===== config.mk =====
export PLATFORM = sky130hd
export DESIGN_NAME = tmo_timer
export DESIGN_NICKNAME = d
export VERILOG_FILES = /design/src/logic/tmo_pkg.sv /design/src/logic/tmo_prescaler.sv /design/src/logic/tmo_timer.sv
export VERILOG_INCLUDE_DIRS = /design/src /design/src/logic
export SDC_FILE = /design/constraint.sdc
export NUM_CORES = 1
export LEC_CHECK = 0
export BUFFER_PORTS_ARGS = -buffer_cell sky130_fd_sc_hd__buf_4
export CAP_MARGIN = 10
export CORE_AREA = 2 2 211 109
export DETAILED_ROUTE_END_ITERATION = 10
export DIE_AREA = 0 0 213 111
export PLACE_DENSITY = 0.42
export RECOVER_POWER = 100
export SLEW_MARGIN = 20
export SYNTH_ARGS = -nofsm -noshare
export SYNTH_HDL_FRONTEND = slang
export SYNTH_HIERARCHICAL = 1
export SYNTH_SLANG_ARGS = --single-unit

===== constraint.sdc =====
create_clock -name clk -period 5.95 [get_ports clk]
set_input_delay 0.2975 -clock clk [delete_from_list [all_inputs] [get_ports clk]]
set_output_delay 0.2975 -clock clk [all_outputs]
set_load 0.01 [all_outputs]

===== src/logic/tmo_regs.svh =====
`ifndef TMO_REGS_SVH
`define TMO_REGS_SVH

// Register offsets
`define TMO_CFG_OFS 4'h0
`define TMO_PRESET_OFS 4'h4
`define TMO_COUNT_OFS 4'h8
`define TMO_STAT_OFS 4'hC

// Configuration field positions
`define TMO_CFG_RUN_BIT 0
`define TMO_CFG_RELOAD_BIT 1
`define TMO_CFG_SRC_BIT 2
`define TMO_CFG_RATE_LSB 3
`define TMO_CFG_RATE_MSB 5

// Status field positions
`define TMO_STAT_RUNNING_BIT 0
`define TMO_STAT_EXPIRED_BIT 1

// Reset values
`define TMO_CFG_RST 6'h00
`define TMO_PRESET_RST 20'h00000
`define TMO_COUNT_RST 20'h00000

// Clock rates in kHz for the interface tick
`define TMO_IFC_KHZ 13560
`define TMO_SYS_KHZ 40000

`endif


===== src/logic/tmo_pkg.sv =====
package tmo_pkg;

  typedef enum logic [2:0] {
    TMO_IDLE = 3'b001,
    TMO_RUN = 3'b010,
    TMO_DONE = 3'b100
  } tmo_state_e;

  typedef logic [2:0] tmo_rate_t;

endpackage


===== src/logic/tmo_prescaler.sv =====
`include "tmo_regs.svh"

module tmo_prescaler
  import tmo_pkg::*;
#(
  parameter int DIV_W = 8
) (
  // Clock and reset
  input wire logic clk,
  input wire logic rst,
  // Control
  input wire logic clear,
  input wire tmo_rate_t rate_sel,
  input wire logic ifc_tick,
  // Output
  output logic pre_tick
);

  logic [DIV_W-1:0] div_q;
  logic [DIV_W-1:0] div_d;
  logic [DIV_W-1:0] mask;

  // ----------------------------------------
  // Divide interface tick by 2^(rate_sel+1)
  // ----------------------------------------
  always_comb begin
    mask = DIV_W'((2 << rate_sel) - 1);
    div_d = div_q;
    pre_tick = 1'b0;
    if (clear) begin
      div_d = '0;
    end else if (ifc_tick) begin
      div_d = DIV_W'(div_q + 1'b1);
      pre_tick = ((div_q & mask) == mask);
    end
  end

  always_ff @(posedge clk or posedge rst) begin
    if (rst) begin
      div_q <= '0;
    end else begin
      div_q <= div_d;
    end
  end

endmodule


===== src/logic/tmo_timer.sv =====
// What this block does
// - Source select zero counts on interface clock.
// - Source select one counts on prescaled tick.
// - Reload off: halt at zero on expiry.
// - Reload on: load preset, keep counting.
// - Enable bit zero, reset clear, gates timer.
//
// Our own choices: the register addresses and the address-and-strobe port.
`include "tmo_regs.svh"

module tmo_timer
  import tmo_pkg::*;
#(
  parameter int CNT_W = 20,
  parameter int ACC_W = 16
) (
  // Clock and reset
  input wire logic clk,
  input wire logic rst,
  // Register port
  input wire logic [3:0] reg_addr,
  input wire logic [31:0] reg_wdata,
  input wire logic reg_wr,
  input wire logic reg_rd,
  output logic [31:0] reg_rdata,
  // Timer state
  output logic timer_one_expired,
  output logic timer_one_running,
  output logic [CNT_W-1:0] timer_one_count
);

  // ----------------------------------------
  // Interface clock tick constants
  // ----------------------------------------
  localparam logic [ACC_W-1:0] ACC_STEP =
    ACC_W'(`TMO_IFC_KHZ);
  localparam logic [ACC_W-1:0] ACC_MOD =
    ACC_W'(`TMO_SYS_KHZ);
  localparam logic [5:0] CFG_RST = `TMO_CFG_RST;

  // ----------------------------------------
  // Declarations
  // ----------------------------------------
  logic timer_one_run_enable_q;
  logic timer_one_run_enable_d;
  logic timer_one_autoreload_on_q;
  logic timer_one_autoreload_on_d;
  logic timer_one_clock_source_select_q;
  logic timer_one_clock_source_select_d;
  tmo_rate_t timer_one_tick_rate_select_q;
  tmo_rate_t timer_one_tick_rate_select_d;
  logic [CNT_W-1:0] preset_q;
  logic [CNT_W-1:0] preset_d;

  logic [ACC_W-1:0] acc_q;
  logic [ACC_W-1:0] acc_d;
  logic [ACC_W:0] acc_sum;
  logic ifc_tick;
  logic pre_tick;
  logic count_tick;
  logic pre_clear;

  tmo_state_e state_q;
  tmo_state_e state_d;
  logic [CNT_W-1:0] count_q;
  logic [CNT_W-1:0] count_d;
  logic expired_q;
  logic expired_d;
  logic sticky_q;
  logic sticky_d;
  logic expiry;
  logic start;

  logic [31:0] rdata_q;
  logic [31:0] rdata_d;
  logic wr_cfg;
  logic wr_preset;
  logic wr_stat;

  // ----------------------------------------
  // Write decode
  // ----------------------------------------
  always_comb begin
    wr_cfg = reg_wr && (reg_addr == `TMO_CFG_OFS);
    wr_preset = reg_wr && (reg_addr == `TMO_PRESET_OFS);
    wr_stat = reg_wr && (reg_addr == `TMO_STAT_OFS);
  end

  // ----------------------------------------
  // Configuration and preset registers
  // ----------------------------------------
  always_comb begin
    timer_one_run_enable_d = timer_one_run_enable_q;
    timer_one_autoreload_on_d = timer_one_autoreload_on_q;
    timer_one_clock_source_select_d =
      timer_one_clock_source_select_q;
    timer_one_tick_rate_select_d = timer_one_tick_rate_select_q;
    preset_d = preset_q;
    if (wr_cfg) begin
      timer_one_run_enable_d =
        reg_wdata[`TMO_CFG_RUN_BIT];
      timer_one_autoreload_on_d = reg_wdata[`TMO_CFG_RELOAD_BIT];
      timer_one_clock_source_select_d =
        reg_wdata[`TMO_CFG_SRC_BIT];
      timer_one_tick_rate_select_d =
        reg_wdata[`TMO_CFG_RATE_MSB:`TMO_CFG_RATE_LSB];
    end
    if (wr_preset) begin
      preset_d = reg_wdata[CNT_W-1:0];
    end
  end

  always_ff @(posedge clk or posedge rst) begin
    if (rst) begin
      timer_one_run_enable_q <= CFG_RST[`TMO_CFG_RUN_BIT];
      timer_one_autoreload_on_q <= CFG_RST[`TMO_CFG_RELOAD_BIT];
      timer_one_clock_source_select_q <= CFG_RST[`TMO_CFG_SRC_BIT];
      timer_one_tick_rate_select_q <=
        CFG_RST[`TMO_CFG_RATE_MSB:`TMO_CFG_RATE_LSB];
      preset_q <= `TMO_PRESET_RST;
    end else begin
      timer_one_run_enable_q <= timer_one_run_enable_d;
      timer_one_autoreload_on_q <= timer_one_autoreload_on_d;
      timer_one_clock_source_select_q <=
        timer_one_clock_source_select_d;
      timer_one_tick_rate_select_q <= timer_one_tick_rate_select_d;
      preset_q <= preset_d;
    end
  end

  // ----------------------------------------
  // Interface clock tick from system clock
  // ----------------------------------------
  always_comb begin
    acc_sum = {1'b0, acc_q} + {1'b0, ACC_STEP};
    ifc_tick = (acc_sum >= {1'b0, ACC_MOD});
    if (ifc_tick) begin
      acc_d = ACC_W'(acc_sum - {1'b0, ACC_MOD});
    end else begin
      acc_d = acc_sum[ACC_W-1:0];
    end
  end

  always_ff @(posedge clk or posedge rst) begin
    if (rst) begin
      acc_q <= '0;
    end else begin
      acc_q <= acc_d;
    end
  end

  // ----------------------------------------
  // Prescaler
  // ----------------------------------------
  assign pre_clear = start;

  tmo_prescaler #(
    .DIV_W(8)
  ) u_prescaler (
    .clk(clk),
    .rst(rst),
    .clear(pre_clear),
    .rate_sel(timer_one_tick_rate_select_q),
    .ifc_tick(ifc_tick),
    .pre_tick(pre_tick)
  );

  // ----------------------------------------
  // Tick selection
  // ----------------------------------------
  always_comb begin
    if (timer_one_clock_source_select_q) begin
      count_tick = pre_tick;
    end else begin
      count_tick = ifc_tick;
    end
  end

  // ----------------------------------------
  // Counter state machine
  // ----------------------------------------
  always_comb begin
    state_d = state_q;
    count_d = count_q;
    expiry = 1'b0;
    start = 1'b0;
    case (state_q)
      TMO_IDLE: begin
        if (timer_one_run_enable_q) begin
          start = 1'b1;
          count_d = preset_q;
          state_d = TMO_RUN;
        end
      end
      TMO_RUN: begin
        if (!timer_one_run_enable_q) begin
          state_d = TMO_IDLE;
        end else if (count_q == '0) begin
          expiry = 1'b1;
          if (timer_one_autoreload_on_q) begin
            count_d = preset_q;
          end else begin
            state_d = TMO_DONE;
          end
        end else if (count_tick) begin
          count_d = CNT_W'(count_q - 1'b1);
          if (count_q == CNT_W'(1)) begin
            expiry = 1'b1;
            if (timer_one_autoreload_on_q) begin
              count_d = preset_q;
            end else begin
              state_d = TMO_DONE;
            end
          end
        end
      end
      TMO_DONE: begin
        count_d = '0;
        if (!timer_one_run_enable_q) begin
          state_d = TMO_IDLE;
        end
      end
      default: begin
        state_d = TMO_IDLE;
        count_d = '0;
      end
    endcase
  end

  always_ff @(posedge clk or posedge rst) begin
    if (rst) begin
      state_q <= TMO_IDLE;
      count_q <= `TMO_COUNT_RST;
    end else begin
      state_q <= state_d;
      count_q <= count_d;
    end
  end

  // ----------------------------------------
  // Expiry pulse and sticky status
  // ----------------------------------------
  always_comb begin
    expired_d = expiry;
    sticky_d = sticky_q;
    if (wr_stat && reg_wdata[`TMO_STAT_EXPIRED_BIT]) begin
      sticky_d = 1'b0;
    end
    if (expiry) begin
      sticky_d = 1'b1;
    end
  end

  always_ff @(posedge clk or posedge rst) begin
    if (rst) begin
      expired_q <= 1'b0;
      sticky_q <= 1'b0;
    end else begin
      expired_q <= expired_d;
      sticky_q <= sticky_d;
    end
  end

  // ----------------------------------------
  // Read back
  // ----------------------------------------
  always_comb begin
    rdata_d = '0;
    if (reg_rd) begin
      case (reg_addr)
        `TMO_CFG_OFS: begin
          rdata_d[`TMO_CFG_RUN_BIT] = timer_one_run_enable_q;
          rdata_d[`TMO_CFG_RELOAD_BIT] = timer_one_autoreload_on_q;
          rdata_d[`TMO_CFG_SRC_BIT] =
            timer_one_clock_source_select_q;
          rdata_d[`TMO_CFG_RATE_MSB:`TMO_CFG_RATE_LSB] =
            timer_one_tick_rate_select_q;
        end
        `TMO_PRESET_OFS: begin
          rdata_d[CNT_W-1:0] = preset_q;
        end
        `TMO_COUNT_OFS: begin
          rdata_d[CNT_W-1:0] = count_q;
        end
        `TMO_STAT_OFS: begin
          rdata_d[`TMO_STAT_RUNNING_BIT] = (state_q == TMO_RUN);
          rdata_d[`TMO_STAT_EXPIRED_BIT] = sticky_q;
        end
        default: begin
          rdata_d = '0;
        end
      endcase
    end
  end

  always_ff @(posedge clk or posedge rst) begin
    if (rst) begin
      rdata_q <= '0;
    end else begin
      rdata_q <= rdata_d;
    end
  end

  // ----------------------------------------
  // Outputs
  // ----------------------------------------
  assign reg_rdata = rdata_q;
  assign timer_one_expired = expired_q;
  assign timer_one_running = (state_q == TMO_RUN);
  assign timer_one_count = count_q;

endmodule


Word level (Yosys, flattened, before mapping). Index checks and enable logic that the tools add are counted.

Bits in registers: 107. Input bits: 40.

Add/subtract/negate cells: 5. Magnitude comparators: 1. Equal/unequal tests: 15. Shifts and indexed selects: 1. Multiplexer cells: 35. Bitwise operators: 1. Reduce and logical (&&, ||, !) cells: 10.

Operators with widths (count): two-way mux 20 bit (8); one-hot mux 20 bit (2 select lines) (1); one-hot mux 14 bit (2 select lines) (1); two-way mux 3 bit (7); equality test 20 x 1 -> 1 bit (second input constant) (1); logical NOT 20 bit (1); subtractor 20 x 1 -> 20 bit (second input constant) (1); adder 16 x 14 -> 17 bit (second input constant) (1); greater-or-equal comparator 17 x 16 -> 1 bit (second input constant) (1); two-way mux 16 bit (1); two-way mux 8 bit (2); subtractor 16 bit (second input constant) (1); two-way mux 1 bit (12); one-hot mux 4 bit (3 select lines) (1); one-hot mux 3 bit (3 select lines) (1); adder 8 x 1 -> 8 bit (second input constant) (1); AND 8 bit (1); equality test 4 bit (second input constant) (2); equality test 8 bit (1); inequality test 4 x 2 -> 1 bit (second input constant) (2); one-hot mux 2 bit (4 select lines) (1); AND reduction 4 bit (2); << shifter 2 x 3 -> 8 bit (first input constant) (1); subtractor 8 x 2 -> 8 bit (second input constant) (1); other kinds (11) (16).

Depth between registers and ports, before layout. Gate-level depths: netlist of the first run.

Word-level depth: 12. Mapped depth: 18. Gate-level depth less buffers: 15.

By module. The synthesis of the first run kept the hierarchy.

By module, submodules not included: tmo_timer (instances 1, cells an instance 496, area each 4858.4 um2, seq. area each 2103.3 um2); tmo_prescaler (instances 1, cells an instance 59, area each 525.5 um2, seq. area each 200.2 um2).

Worst setup path before layout of the first run. OpenSTA, ideal clock, no wires.

Path type: register -> register. From: register acc_q[3]. To: register count_q[6] (netlist: timer_one_count[6]). Arrival time: 4.048 ns. Required time: 5.811 ns. Slack: 1.762 ns. Stages on the path, launching flop included: 19. Cells stage by stage: dfrtp_1 inv_1 ha_1 nor4b_1 xnor2_1 o21a_1 o221a_4 o21a_1 buf_6 buf_2 o211ai_1 a211o_2 a2111oi_1 nor2_1 a41oi_1 o21ai_4 buf_6 o311ai_0 o21ai_0.

Word-level cells in the longest chain between the ends: 7.

RTL lines: start: declaration (RTL line tmo_timer.sv:55) `logic [ACC_W-1:0] acc_q;`; start signal: assignment (RTL line tmo_timer.sv:146) `acc_q <= '0;`; start signal: assignment (RTL line tmo_timer.sv:148) `acc_q <= acc_d;`; adder 16 x 14 -> 17 bit (RTL line tmo_timer.sv:135) `acc_sum = {1'b0, acc_q} + {1'b0, ACC_STEP};`; greater-or-equal comparator 17 x 16 -> 1 bit (RTL line tmo_timer.sv:136) `ifc_tick = (acc_sum >= {1'b0, ACC_MOD});`; named net ifc_tick (RTL line tmo_timer.sv:58) `logic ifc_tick;`; two-way mux 1 bit (RTL line tmo_prescaler.sv:32) `end else if (ifc_tick) begin`; two-way mux 1 bit (RTL line tmo_prescaler.sv:30) `if (clear) begin`; named net pre_tick (RTL line tmo_timer.sv:59) `logic pre_tick;`; two-way mux 1 bit (RTL line tmo_timer.sv:172) `if (timer_one_clock_source_select_q) begin`; inequality test 3 x 1 -> 1 bit (no line); AND reduction 4 bit (no line); end signal: assignment (RTL line tmo_timer.sv:233) `` count_q <= `TMO_COUNT_RST; ``; end signal: assignment (RTL line tmo_timer.sv:236) `count_q <= count_d;`; end: declaration (RTL line tmo_timer.sv:65) `logic [CNT_W-1:0] count_q;`.

The timed path passes the listed nets, and every way through them passes these cells. A chain may end at the register's enable or synchronous reset.

Final worst setup path of the first run.
From: register acc_q[3]. To: register count_q[9] (netlist: timer_one_count[9]).

Word-level cells in the longest chain between the ends: 7.

RTL lines (RTL line): adder 16 x 14 -> 17 bit (tmo_timer.sv:135); greater-or-equal comparator 17 x 16 -> 1 bit (tmo_timer.sv:136); two-way mux 1 bit (tmo_prescaler.sv:32); two-way mux 1 bit (tmo_prescaler.sv:30); named net pre_tick (tmo_timer.sv:59); two-way mux 1 bit (tmo_timer.sv:172); inequality test 3 x 1 -> 1 bit (no line); AND reduction 4 bit (no line).

The timed path passes the listed nets, and every way through them passes these cells.

==> results of run 1 <==
==> cells in the mapped netlist (all sizes together), types with 2 or more instances <==
cell type   n  area [um2]
dfrtp      91        2277
nor2       45       168.9
o21ai      37       219.0
a21oi      32       163.9
nand2      31       116.4
inv        29       108.9
mux2       29       337.8
nand3      22       110.1
buf        20       153.9
nor2b      20       125.1
a22oi      17       127.6
clkbuf     17       66.31
xnor2      17       148.9
nor3       14       75.07
xor2       10       87.58
a32oi       7       61.31
and2        7       43.80
o311ai      7       61.31
a211oi      6       55.05
ha          6       75.07
nand4       6       37.54
nor4        6       65.06
o211ai      6       45.04
or3         6       42.54
mux2i       5       50.05
o2111ai     5       43.79
o22ai       5       31.28
o21a        4       31.28
a2111oi     3       40.04
a21o        3       22.52
and3        3       18.77
nand2b      3       18.77
nor3b       3       22.52
a2bb2oi     2       17.52
a31oi       2       12.51
nor4b       2       17.52
o31ai       2       15.01
or4         2       18.77
==> critical path: stages, from the launching register on <==
cell	delay (ns)
dfrtp_1	0.44
inv_1	0.10
ha_1	0.30
nor4b_1	0.68
o21ai_0	0.26
xnor2_1	0.44
nand3_1	0.16
o21a_1	0.27
o211ai_1	0.10
a211o_2	0.12
a2111oi_0	0.05
clkbuf_1	0.14
nor2_1	0.11
a41oi_1	0.09
o21a_1	0.29
a21boi_1	0.89
o21ai_0	0.25
==> worst paths after layout <==
check | slack, ns | to | cells past startpoint | from
min in group asynchronous | 0.44 | u_prescaler/div_q[4]$_DFFE_PP0P_ | 3 | rst
hold / removal | 0.17 | preset_q[15]$_DFFE_PP0P_ | 2 | reg_wdata[15]
setup / recovery | 1.07 | timer_one_count[9]$_DFFE_PP0P_ | 16 | acc_q[3]$_DFF_PP0_
max in group asynchronous | 4.07 | preset_q[9]$_DFFE_PP0P_ | 4 | rst
setup reg to reg | 1.07 | timer_one_count[9]$_DFFE_PP0P_ | 16 | acc_q[3]$_DFF_PP0_
hold reg to reg | 0.52 | sticky_q$_DFFE_PP0P_ | 2 | sticky_q$_DFFE_PP0P_
==> final cells by class <==
type,count,area [um2],area share
Clock buffer,13,270.3,0.04323
Tap cell,307,384.1,0.06144
Multi-Input combinational cell,407,2763,0.4419
Clock inverter,3,25.02,0.004002
Timing Repair Buffer,75,392.9,0.06284
Inverter,30,113.9,0.01821
Sequential cell,92,2303,0.3684
==> where the power goes <==
group,switching (uW),internal [uW],leakage [uW]
combinational,604,338,0.00120
sequential,185,744,0.00116
clock,262,321,0.000143
==> state kept, by name, indices dropped and copies added, names as in the netlist <==
name	cells
timer_one_autoreload_on_q	1
timer_one_clock_source_select_q	1
preset_q	20
timer_one_tick_rate_select_q	3
timer_one_count	20
u_prescaler/div_q	8
state_q	3
timer_one_expired	1
reg_rdata	20
timer_one_run_enable_q	1
sticky_q	1
acc_q	13
==> what timing repair did <==
item | in CTS | in global routing
hold endpoints to repair | 22 | 0
hold buffers | 1 | 0
resized for setup | 0 | 0
==> logic make-up (layout without fill, tap and decap cells) <==
group | Yosys count | count (layout) | share of synthesized area
AO/OA/AOI/OAI | 152 | 152 | 0.2043
XOR/XNOR | 27 | 27 | 0.04392
adder cells (fa/ha/maj) | 6 | 6 | 0.01394
buffers and inverters | 67 | 121 | 0.06181
flip-flops | 92 | 92 | 0.4278
multiplexers | 35 | 35 | 0.07623
other | 1 | 12 | 0.0006965
AND/OR/NAND/NOR | 175 | 175 | 0.1713
==> stage by stage <==
step	std cells	power, uW
4_1_cts	927	2540
2_1_floorplan	566	1582
6_report	927	2454
3_5_place_dp	910	1941
5_1_grt	927	2630
3_3_place_gp	910	1919
==> per-layer routing <==
metal  share of wire  vias up  global-route usage
met4           0.018        0             0.04149
met5               0        -                   0
met1            0.53     2252              0.2217
met3           0.076       22             0.04986
li1                -     2115                   -
met2            0.37      126              0.1815
==> results.sh, run 1 <==
export IMPL_finish_utilization=0.2828
export IMPL_final_setup_tns_ns=0
export IMPL_fin_nets=661
export IMPL_numCtsBuffers=9
export IMPL_nFillCells=2353
export IMPL_setup_violations=0
export IMPL_layout_commonest_cell="dfrtp_1"
export IMPL_ir_drop_mv=0.1311
export IMPL_clock_latency_ns=0.36
export IMPL_ys_flop_type="dfrtp_1"
export IMPL_drc=0
export IMPL_grt_max_degree=71
export IMPL_syn_area_per_cell_um2=9.701
export IMPL_port_buffers=69
export IMPL_die_area_um2=23640
export IMPL_tightest_slew_ns=1.293
export IMPL_via_count=4515
export IMPL_cts_max_path_buffers=2
export IMPL_syn_area_um2=5384
export IMPL_yosysUniqueCellTypes=79
export IMPL_stdcell_area_um2=6252
export IMPL_cts_htree_levels=3
export IMPL_detail_route_antenna_nets=0
export IMPL_skew_ns=0.01572
export IMPL_tritoncts="built"
export IMPL_hold_violations=0
export IMPL_viasPerCell=4.871
export IMPL_layout_common_cells="dfrtp_1, clkbuf_1, nor2_1"
export IMPL_outcome="finished clean"
export IMPL_min_period_ns=4.877
export IMPL_timing_fmax_mhz=205.1
export IMPL_post_cts_buffers=0
export IMPL_netlist_instances=555
export IMPL_areaGrowthSynthToFinish_pct=16.13
export IMPL_period_share=0.8196
export IMPL_relSlewSlack=0.1372
export IMPL_pin_count=94
export IMPL_dp_hpwl_mm=12.12
export IMPL_ys_warn_count=6
export IMPL_crit_path_end_kind="flop"
export IMPL_rows=39
export IMPL_start_kind="flop"
export IMPL_diodes=0
export IMPL_hold_path_class="input port to flop"
export IMPL_required_ns=6.13
export IMPL_cts_root_buf="clkbuf_16"
export IMPL_grt_pass1_wl_mm=25.75
export IMPL_drt_wl_total_mm=16.22
export IMPL_slew_violations=0
export IMPL_power_density_nw_per_um2=392.6
export IMPL_start_util=0.2436
export IMPL_routabilityCongestion=0.8361
export IMPL_grt_pass1_vias=4464
export IMPL_placed_cell_area_um2=6146
export IMPL_drive_gt1_frac=0.1500
export IMPL_core_area_um2=22110
export IMPL_dp_slack_ns=1.171
export IMPL_dr_pass1_iters=4
export IMPL_fin_ws_ns=1.074
export IMPL_maxCapViolCount=0
export IMPL_cts_sinks=92
export IMPL_initialDrtViolationCount=488
export IMPL_die_x_um=213
export IMPL_ys_seq_elements=92
export IMPL_crit_path_max_fanout=13
export IMPL_p_leak_uw=0.002504
export IMPL_grt_total_usage=0.1435
export IMPL_antenna_found_initial=0
export IMPL_die_h_um=111
export IMPL_rsz0062_at_grt="false"
export IMPL_arrival_ns=5.05
export IMPL_crit_type="flop to flop"
export IMPL_ys_seq_area_frac=0.4278
export IMPL_hold_ws_ns=0.1664
export IMPL_clkTransAtPathRegs_ns=0.07
export IMPL_wire_per_inst_um=17.50
export IMPL_synth_edff_count=0
export IMPL_gr_total_overflow=0
export IMPL_ys_async_sr_fraction=1.000
(Power assumes the default switching activity.)
==> run 2, diff against run 1 <==
--- a/config.mk
+++ b/config.mk
@@ -11,7 +11,7 @@
 export CORE_AREA = 2 2 211 109
 export DETAILED_ROUTE_END_ITERATION = 10
 export DIE_AREA = 0 0 213 111
-export PLACE_DENSITY = 0.42
+export PLACE_DENSITY = 0.43
 export RECOVER_POWER = 100
 export SLEW_MARGIN = 20
 export SYNTH_ARGS = -nofsm -noshare
==> constraint.sdc (replaced) <==
create_clock -name clk -period 4.28 [get_ports clk]
set_input_delay 0.214 -clock clk [delete_from_list [all_inputs] [get_ports clk]]
set_output_delay 0.214 -clock clk [all_outputs]
set_load 0.01 [all_outputs]
==> results.sh, run 2 (same netlist as run 1, synthesis figures left out) <==
export IMPL_start_util=0.2436
export IMPL_required_ns=4.51
export IMPL_viasPerCell=4.798
export IMPL_r2r_end="timer_one_count[4]$_DFFE_PP0P_"
export IMPL_p_clk_frac=0.228
export IMPL_start_kind="flop"
export IMPL_port_buffers=69
export IMPL_hold_violations=0
export IMPL_hold_path_class="input port to flop"
export IMPL_cts_htree_levels=3
export IMPL_dp_cells=941
export IMPL_outcome="finished with violations"
export IMPL_period_share=0.9392
export IMPL_drt_wl_total_mm=16.75
export IMPL_placed_cell_area_um2=6379
export IMPL_p_leak_uw=0.002669
export IMPL_rows=39
export IMPL_final_setup_tns_ns=0
export IMPL_via_count=4606
export IMPL_violations="capacitance limit, slew limit"
export IMPL_power_frac_comb=0.401
export IMPL_pin_count=94
export IMPL_clkTransAtPathRegs_ns=0.08
export IMPL_arrival_ns=4.25
export IMPL_wire_per_inst_um=17.44
export IMPL_cts_max_path_buffers=2
export IMPL_instances_no_fill=960
export IMPL_cts_sinks=92
export IMPL_grt_max_degree=48
export IMPL_timing_fmax_mhz=248.8
export IMPL_ir_drop_mv=0.2051
export IMPL_initialDrtViolationCount=518
export IMPL_detail_route_antenna_nets=0
export IMPL_drc=0
export IMPL_p_switching_uw=1533
export IMPL_core_area_um2=22110
export IMPL_die_h_um=111
export IMPL_crit_path_end_kind="flop"
export IMPL_die_x_um=213
export IMPL_die_area_um2=23640
export IMPL_tritoncts="built"
export IMPL_r2r_setup_slack_ns=0.26
export IMPL_critPathCapture="timer_one_count[4]$_DFFE_PP0P_"
export IMPL_switching_share=0.4380
export IMPL_tightest_slew_ns=2.153
export IMPL_routabilityCongestion=0.8311
export IMPL_dr_pass1_iters=5
export IMPL_slew_violations=48
export IMPL_areaGrowthSynthToFinish_pct=21.75
export IMPL_grt_pass1_wl_mm=26.08
export IMPL_clock_latency_ns=0.35
export IMPL_skew_ns=0.01726
export IMPL_numCtsBuffers=9
export IMPL_reg2reg_depth=18
export IMPL_gr_total_overflow=0
export IMPL_setup_violations=0
export IMPL_antenna_found_initial=0
export IMPL_crit_start="acc_q[3]$_DFF_PP0_"
export IMPL_rsz0062_at_grt="false"
export IMPL_stdcell_area_um2=6555
export IMPL_diodes=0
export IMPL_p_int_uw=1967
export IMPL_grt_total_usage=0.1443
export IMPL_fin_nets=694
export IMPL_r2r_start="acc_q[3]$_DFF_PP0_"
export IMPL_finish_utilization=0.2965
export IMPL_crit_path_max_fanout=7
export IMPL_maxCapViolCount=1
export IMPL_cts_root_buf="clkbuf_16"
export IMPL_drive_gt1_frac=0.2098
export IMPL_power_density_nw_per_um2=534.0
export IMPL_p_seq_frac=0.371
export IMPL_layout_common_cells="dfrtp_1, buf_4, clkbuf_1"
export IMPL_crit_type="flop to flop"
export IMPL_dp_hpwl_mm=12.56
export IMPL_grt_pass1_vias=4483
export IMPL_min_period_ns=4.020
export IMPL_layout_commonest_cell="dfrtp_1"
export IMPL_relSlewSlack=-0.4430
==> run 2: cell count changes in the layout (fill, tap and decap cells not counted), sizes merged <==
cell	change
inv	+2
o21ai	+1
clkinvlp	+1
buf	+31
clkinv	+1
clkbuf	-3
==> run 2: how the worst min path moves through the flow <==
stage / from / endpoint / slack, ns / cells past startpoint
after floorplan: rst / u_prescaler/div_q[0]$_DFFE_PP0P_ / 0.03 / 1
after global placement: rst / u_prescaler/div_q[5]$_DFFE_PP0P_ / 0.21 / 2
after detailed placement: rst / u_prescaler/div_q[5]$_DFFE_PP0P_ / 0.21 / 2
after CTS: reg_wdata[13] / preset_q[13]$_DFFE_PP0P_ / 0.08 / 2
after global routing: reg_wdata[13] / preset_q[13]$_DFFE_PP0P_ / 0.08 / 2
final: reg_wdata[13] / preset_q[13]$_DFFE_PP0P_ / 0.09 / 2
==> run 2: power by group through the flow <==
stage | sequential (uW) | clock, uW | combinational, uW
detailed placement | 1310 | 0 | 1430
floorplan | 1250 | 0 | 954
finish | 1300 | 798 | 1400
global route | 1330 | 856 | 1550
CTS | 1300 | 823 | 1440
global placement | 1300 | 0 | 1400
==> run 2: critical path, cell delays in order (launching register included) <==
cell       delay [ns]
dfrtp_1          0.42
inv_1            0.08
ha_2             0.21
nor4b_1          0.14
buf_4            0.16
o211a_1          0.23
or3_1            0.32
nand3_1          0.12
o21a_1           0.19
o211ai_1         0.11
a211o_2          0.34
a2111oi_4        0.29
buf_4            0.17
nor2_1           0.04
a41oi_1          0.16
buf_4            0.19
o21ai_4          0.12
o21ai_4          0.28
mux2_4           0.33
==> run 2: repair_timing <==
item | 4_1_cts | 5_1_grt
resized for setup | 2 | 6
pin swaps | 0 | 1
cloned | 0 | 1
endpoints found under the hold margin | 8 | 0
endpoints found under the setup margin | 6 | 21
hold buffers | 1 | 0
setup buffers | 0 | 1
==> run 2: routing by layer <==
metal	global-route usage	wire (um)
met1	0.2354	9101
met2	0.1839	6152
met3	0.03286	1292
met4	0.03497	199
met5	0	0
==> run 2: final cells by class <==
cell class | instances | area [um2]
multi-input combinational | 408 | 2831
tap | 307 | 384.1
timing repair buffer | 107 | 630.6
inverter | 30 | 113.9
clock inverter | 7 | 66.31
fill | 2345 | 15550
clock buffer | 9 | 225.2
sequential | 92 | 2303
==> run 2: per-stage QoR <==
step / hold slack [ns] / setup slack (ns) / power [uW]
global placement: 0.2053 / -0.01273 / 2707
floorplan: 0.02966 / 0.09224 / 2199
CTS: 0.07922 / 0.09116 / 3557
detailed placement: 0.2096 / 0.004092 / 2737
global route: 0.08249 / 0.0008109 / 3732
finish: 0.08688 / 0.2604 / 3501
==> run 3, diff against run 2 <==
--- a/config.mk
+++ b/config.mk
@@ -8,10 +8,12 @@
 export LEC_CHECK = 0
 export BUFFER_PORTS_ARGS = -buffer_cell sky130_fd_sc_hd__buf_4
 export CAP_MARGIN = 10
+export CELL_PAD_IN_SITES_DETAIL_PLACEMENT = 1
+export CELL_PAD_IN_SITES_GLOBAL_PLACEMENT = 1
 export CORE_AREA = 2 2 211 109
 export DETAILED_ROUTE_END_ITERATION = 10
 export DIE_AREA = 0 0 213 111
-export PLACE_DENSITY = 0.43
+export PLACE_DENSITY = 0.53
 export RECOVER_POWER = 100
 export SLEW_MARGIN = 20
 export SYNTH_ARGS = -nofsm -noshare
==> results.sh, run 3 (same netlist as run 1, synthesis figures left out) <==
export IMPL_crit_path_cell_trace="or4_4 -> buf_4 -> or4_4 -> o21a_1 -> o221a_4 -> o21a_1 -> o211ai_1 -> a211o_2 -> a2111oi_4 -> buf_4 -> nor2_1 -> a41oi_1 -> buf_4 -> o21a_2 -> a21boi_4 -> o21ai_0"
export IMPL_slew_violations=52
export IMPL_p_int_uw=2099
export IMPL_cts_max_path_buffers=2
export IMPL_hold_violations=0
export IMPL_use_met1=0.2559
export IMPL_maxCapViolCount=1
export IMPL_dp_hpwl_mm=13.53
export IMPL_pin_count=94
export IMPL_clkTransAtPathRegs_ns=0.07
export IMPL_p_seq_frac=0.358
export IMPL_tightest_slew_ns=2.446
export IMPL_outcome="finished with violations"
export IMPL_crit_type="flop to flop"
export IMPL_gr_total_overflow=0
export IMPL_drt_wl_total_mm=18.17
export IMPL_required_ns=4.50
export IMPL_slowest_stage="or4_4"
export IMPL_instances_no_fill=952
export IMPL_layout_common_cells="dfrtp_1, buf_4, clkbuf_1"
export IMPL_start_util=0.2436
export IMPL_cts_sinks=92
export IMPL_skew_ns=0.01203
export IMPL_diodes=0
export IMPL_crit_path_end_kind="flop"
export IMPL_fin_nets=686
export IMPL_rsz0062_at_grt="true"
export IMPL_switching_share=0.4237
export IMPL_routabilityCongestion=0.8176
export IMPL_power_density_nw_per_um2=556.5
export IMPL_crit_path_max_incr_delay_ns=0.60
export IMPL_setup_violations=0
export IMPL_r2r_setup_slack_ns=0.23
export IMPL_die_area_um2=23640
export IMPL_drc=0
export IMPL_ir_drop_mv=0.2136
export IMPL_die_x_um=213
export IMPL_cpMostUsedCell="buf_4"
export IMPL_layout_commonest_cell="dfrtp_1"
export IMPL_grt_pass1_vias=4914
export IMPL_grt_max_degree=52
export IMPL_grtUsageMet2=0.2135
export IMPL_arrival_ns=4.26
export IMPL_p_switching_uw=1543
export IMPL_grt_pass1_wl_mm=28.88
export IMPL_via_count=4649
export IMPL_cts_htree_levels=3
export IMPL_clock_latency_ns=0.36
export IMPL_cts_root_buf="clkbuf_16"
export IMPL_grtUsageMet3=0.02833
export IMPL_port_buffers=69
export IMPL_grt_total_usage=0.1599
export IMPL_rows=39
export IMPL_dp_cells=930
export IMPL_areaGrowthSynthToFinish_pct=21.57
export IMPL_power_frac_comb=0.395
export IMPL_tritoncts="built"
export IMPL_min_period_ns=4.047
export IMPL_drive_gt1_frac=0.2047
export IMPL_relSlewSlack=-0.6399
export IMPL_p_leak_uw=0.002650
export IMPL_grt_busiest_layer="met1"
export IMPL_violations="capacitance limit, slew limit"
export IMPL_start_kind="flop"
export IMPL_antenna_found_initial=0
export IMPL_dr_pass1_iters=4
export IMPL_timing_fmax_mhz=247.1
export IMPL_p_clk_frac=0.247
export IMPL_detail_route_antenna_nets=0
export IMPL_core_area_um2=22110
export IMPL_period_share=0.9454
export IMPL_initialDrtViolationCount=312
export IMPL_numCtsBuffers=9
export IMPL_hold_path_class="input port to flop"
export IMPL_wire_per_inst_um=19.08
export IMPL_die_h_um=111
export IMPL_finish_utilization=0.2961
export IMPL_viasPerCell=4.883
export IMPL_crit_path_max_fanout=13
run 3: cell types whose count changed in the layout (fill, tap and decap cells not counted), moves of 2 or more:
cell	change
clkbuf_1	+2
dfrtp_2	+2
bufinv_16	+2
buf_4	-8
dfrtp_1	-2
run 3: worst paths after layout:
kind                            depth (start not counted)                               end                from
worst max-delay path                                   16   timer_one_count[13]$_DFFE_PP0P_  acc_q[5]$_DFF_PP0_
worst min-delay path                                    2          preset_q[10]$_DFFE_PP0P_       reg_wdata[10]
worst max register to register                         16   timer_one_count[13]$_DFFE_PP0P_  acc_q[5]$_DFF_PP0_
worst min register to register                          1                acc_q[3]$_DFF_PP0_  acc_q[3]$_DFF_PP0_
max in group asynchronous                               4            reg_rdata[3]$_DFF_PP0_                 rst
min in group asynchronous                               3  u_prescaler/div_q[2]$_DFFE_PP0P_                 rst
run 3: routing by layer:
layer	wire length, um	share of wire	vias to the layer above
li1	-	-	2173
met1	9814	0.54	2364
met2	7249	0.40	101
met3	884	0.049	11
met4	218	0.012	0
met5	0	0	-
run 3: final cells by class:
cell class | instances | area [um2]
multi-input combinational | 407 | 2844
tap | 307 | 384.1
clock inverter | 6 | 93.84
fill | 2541 | 15560
sequential | 92 | 2306
clock buffer | 10 | 229.0
timing repair buffer | 100 | 574.3
inverter | 30 | 113.9
run 3: power by group through the flow:
stage	clock, uW	combinational, uW	sequential (uW)
2_1_floorplan	0	954	1250
3_3_place_gp	0	1430	1300
3_5_place_dp	0	1480	1320
4_1_cts	923	1500	1300
5_1_grt	958	1590	1330
6_report	901	1440	1300
run 3: critical path, delay by kind of cell (launching register included):
family / cells / cell delay [ns]
compound gates: 10 / 1.77
simple gates: 3 / 1.10
flops: 1 / 0.51
buf+inv: 3 / 0.51
run 3: through the flow:
step | setup TNS [ns] | area (um2) | power [uW] | worst slack, ns | hold WS, ns
global route | -0.03167 | 6545 | 3881 | -0.01667 | 0.08241
CTS | 0 | 6649 | 3720 | 0.06057 | 0.07547
detailed placement | -0.4753 | 6299 | 2794 | -0.07274 | 0.2187
finish | 0 | 6545 | 3642 | 0.2335 | 0.08246
floorplan | 0 | 5425 | 2199 | 0.09224 | 0.02966
global placement | -1.278 | 6296 | 2737 | -0.1643 | 0.2057
run 3: timing repair:
action | in CTS | in global routing
hold buffers | 1 | 0
buffers inserted | 0 | 5
hold endpoints to repair | 8 | 0
endpoints found under the setup margin | 18 | 23
pin swaps | 1 | 2
gates cloned | 0 | 0
gates resized for setup | 3 | 12
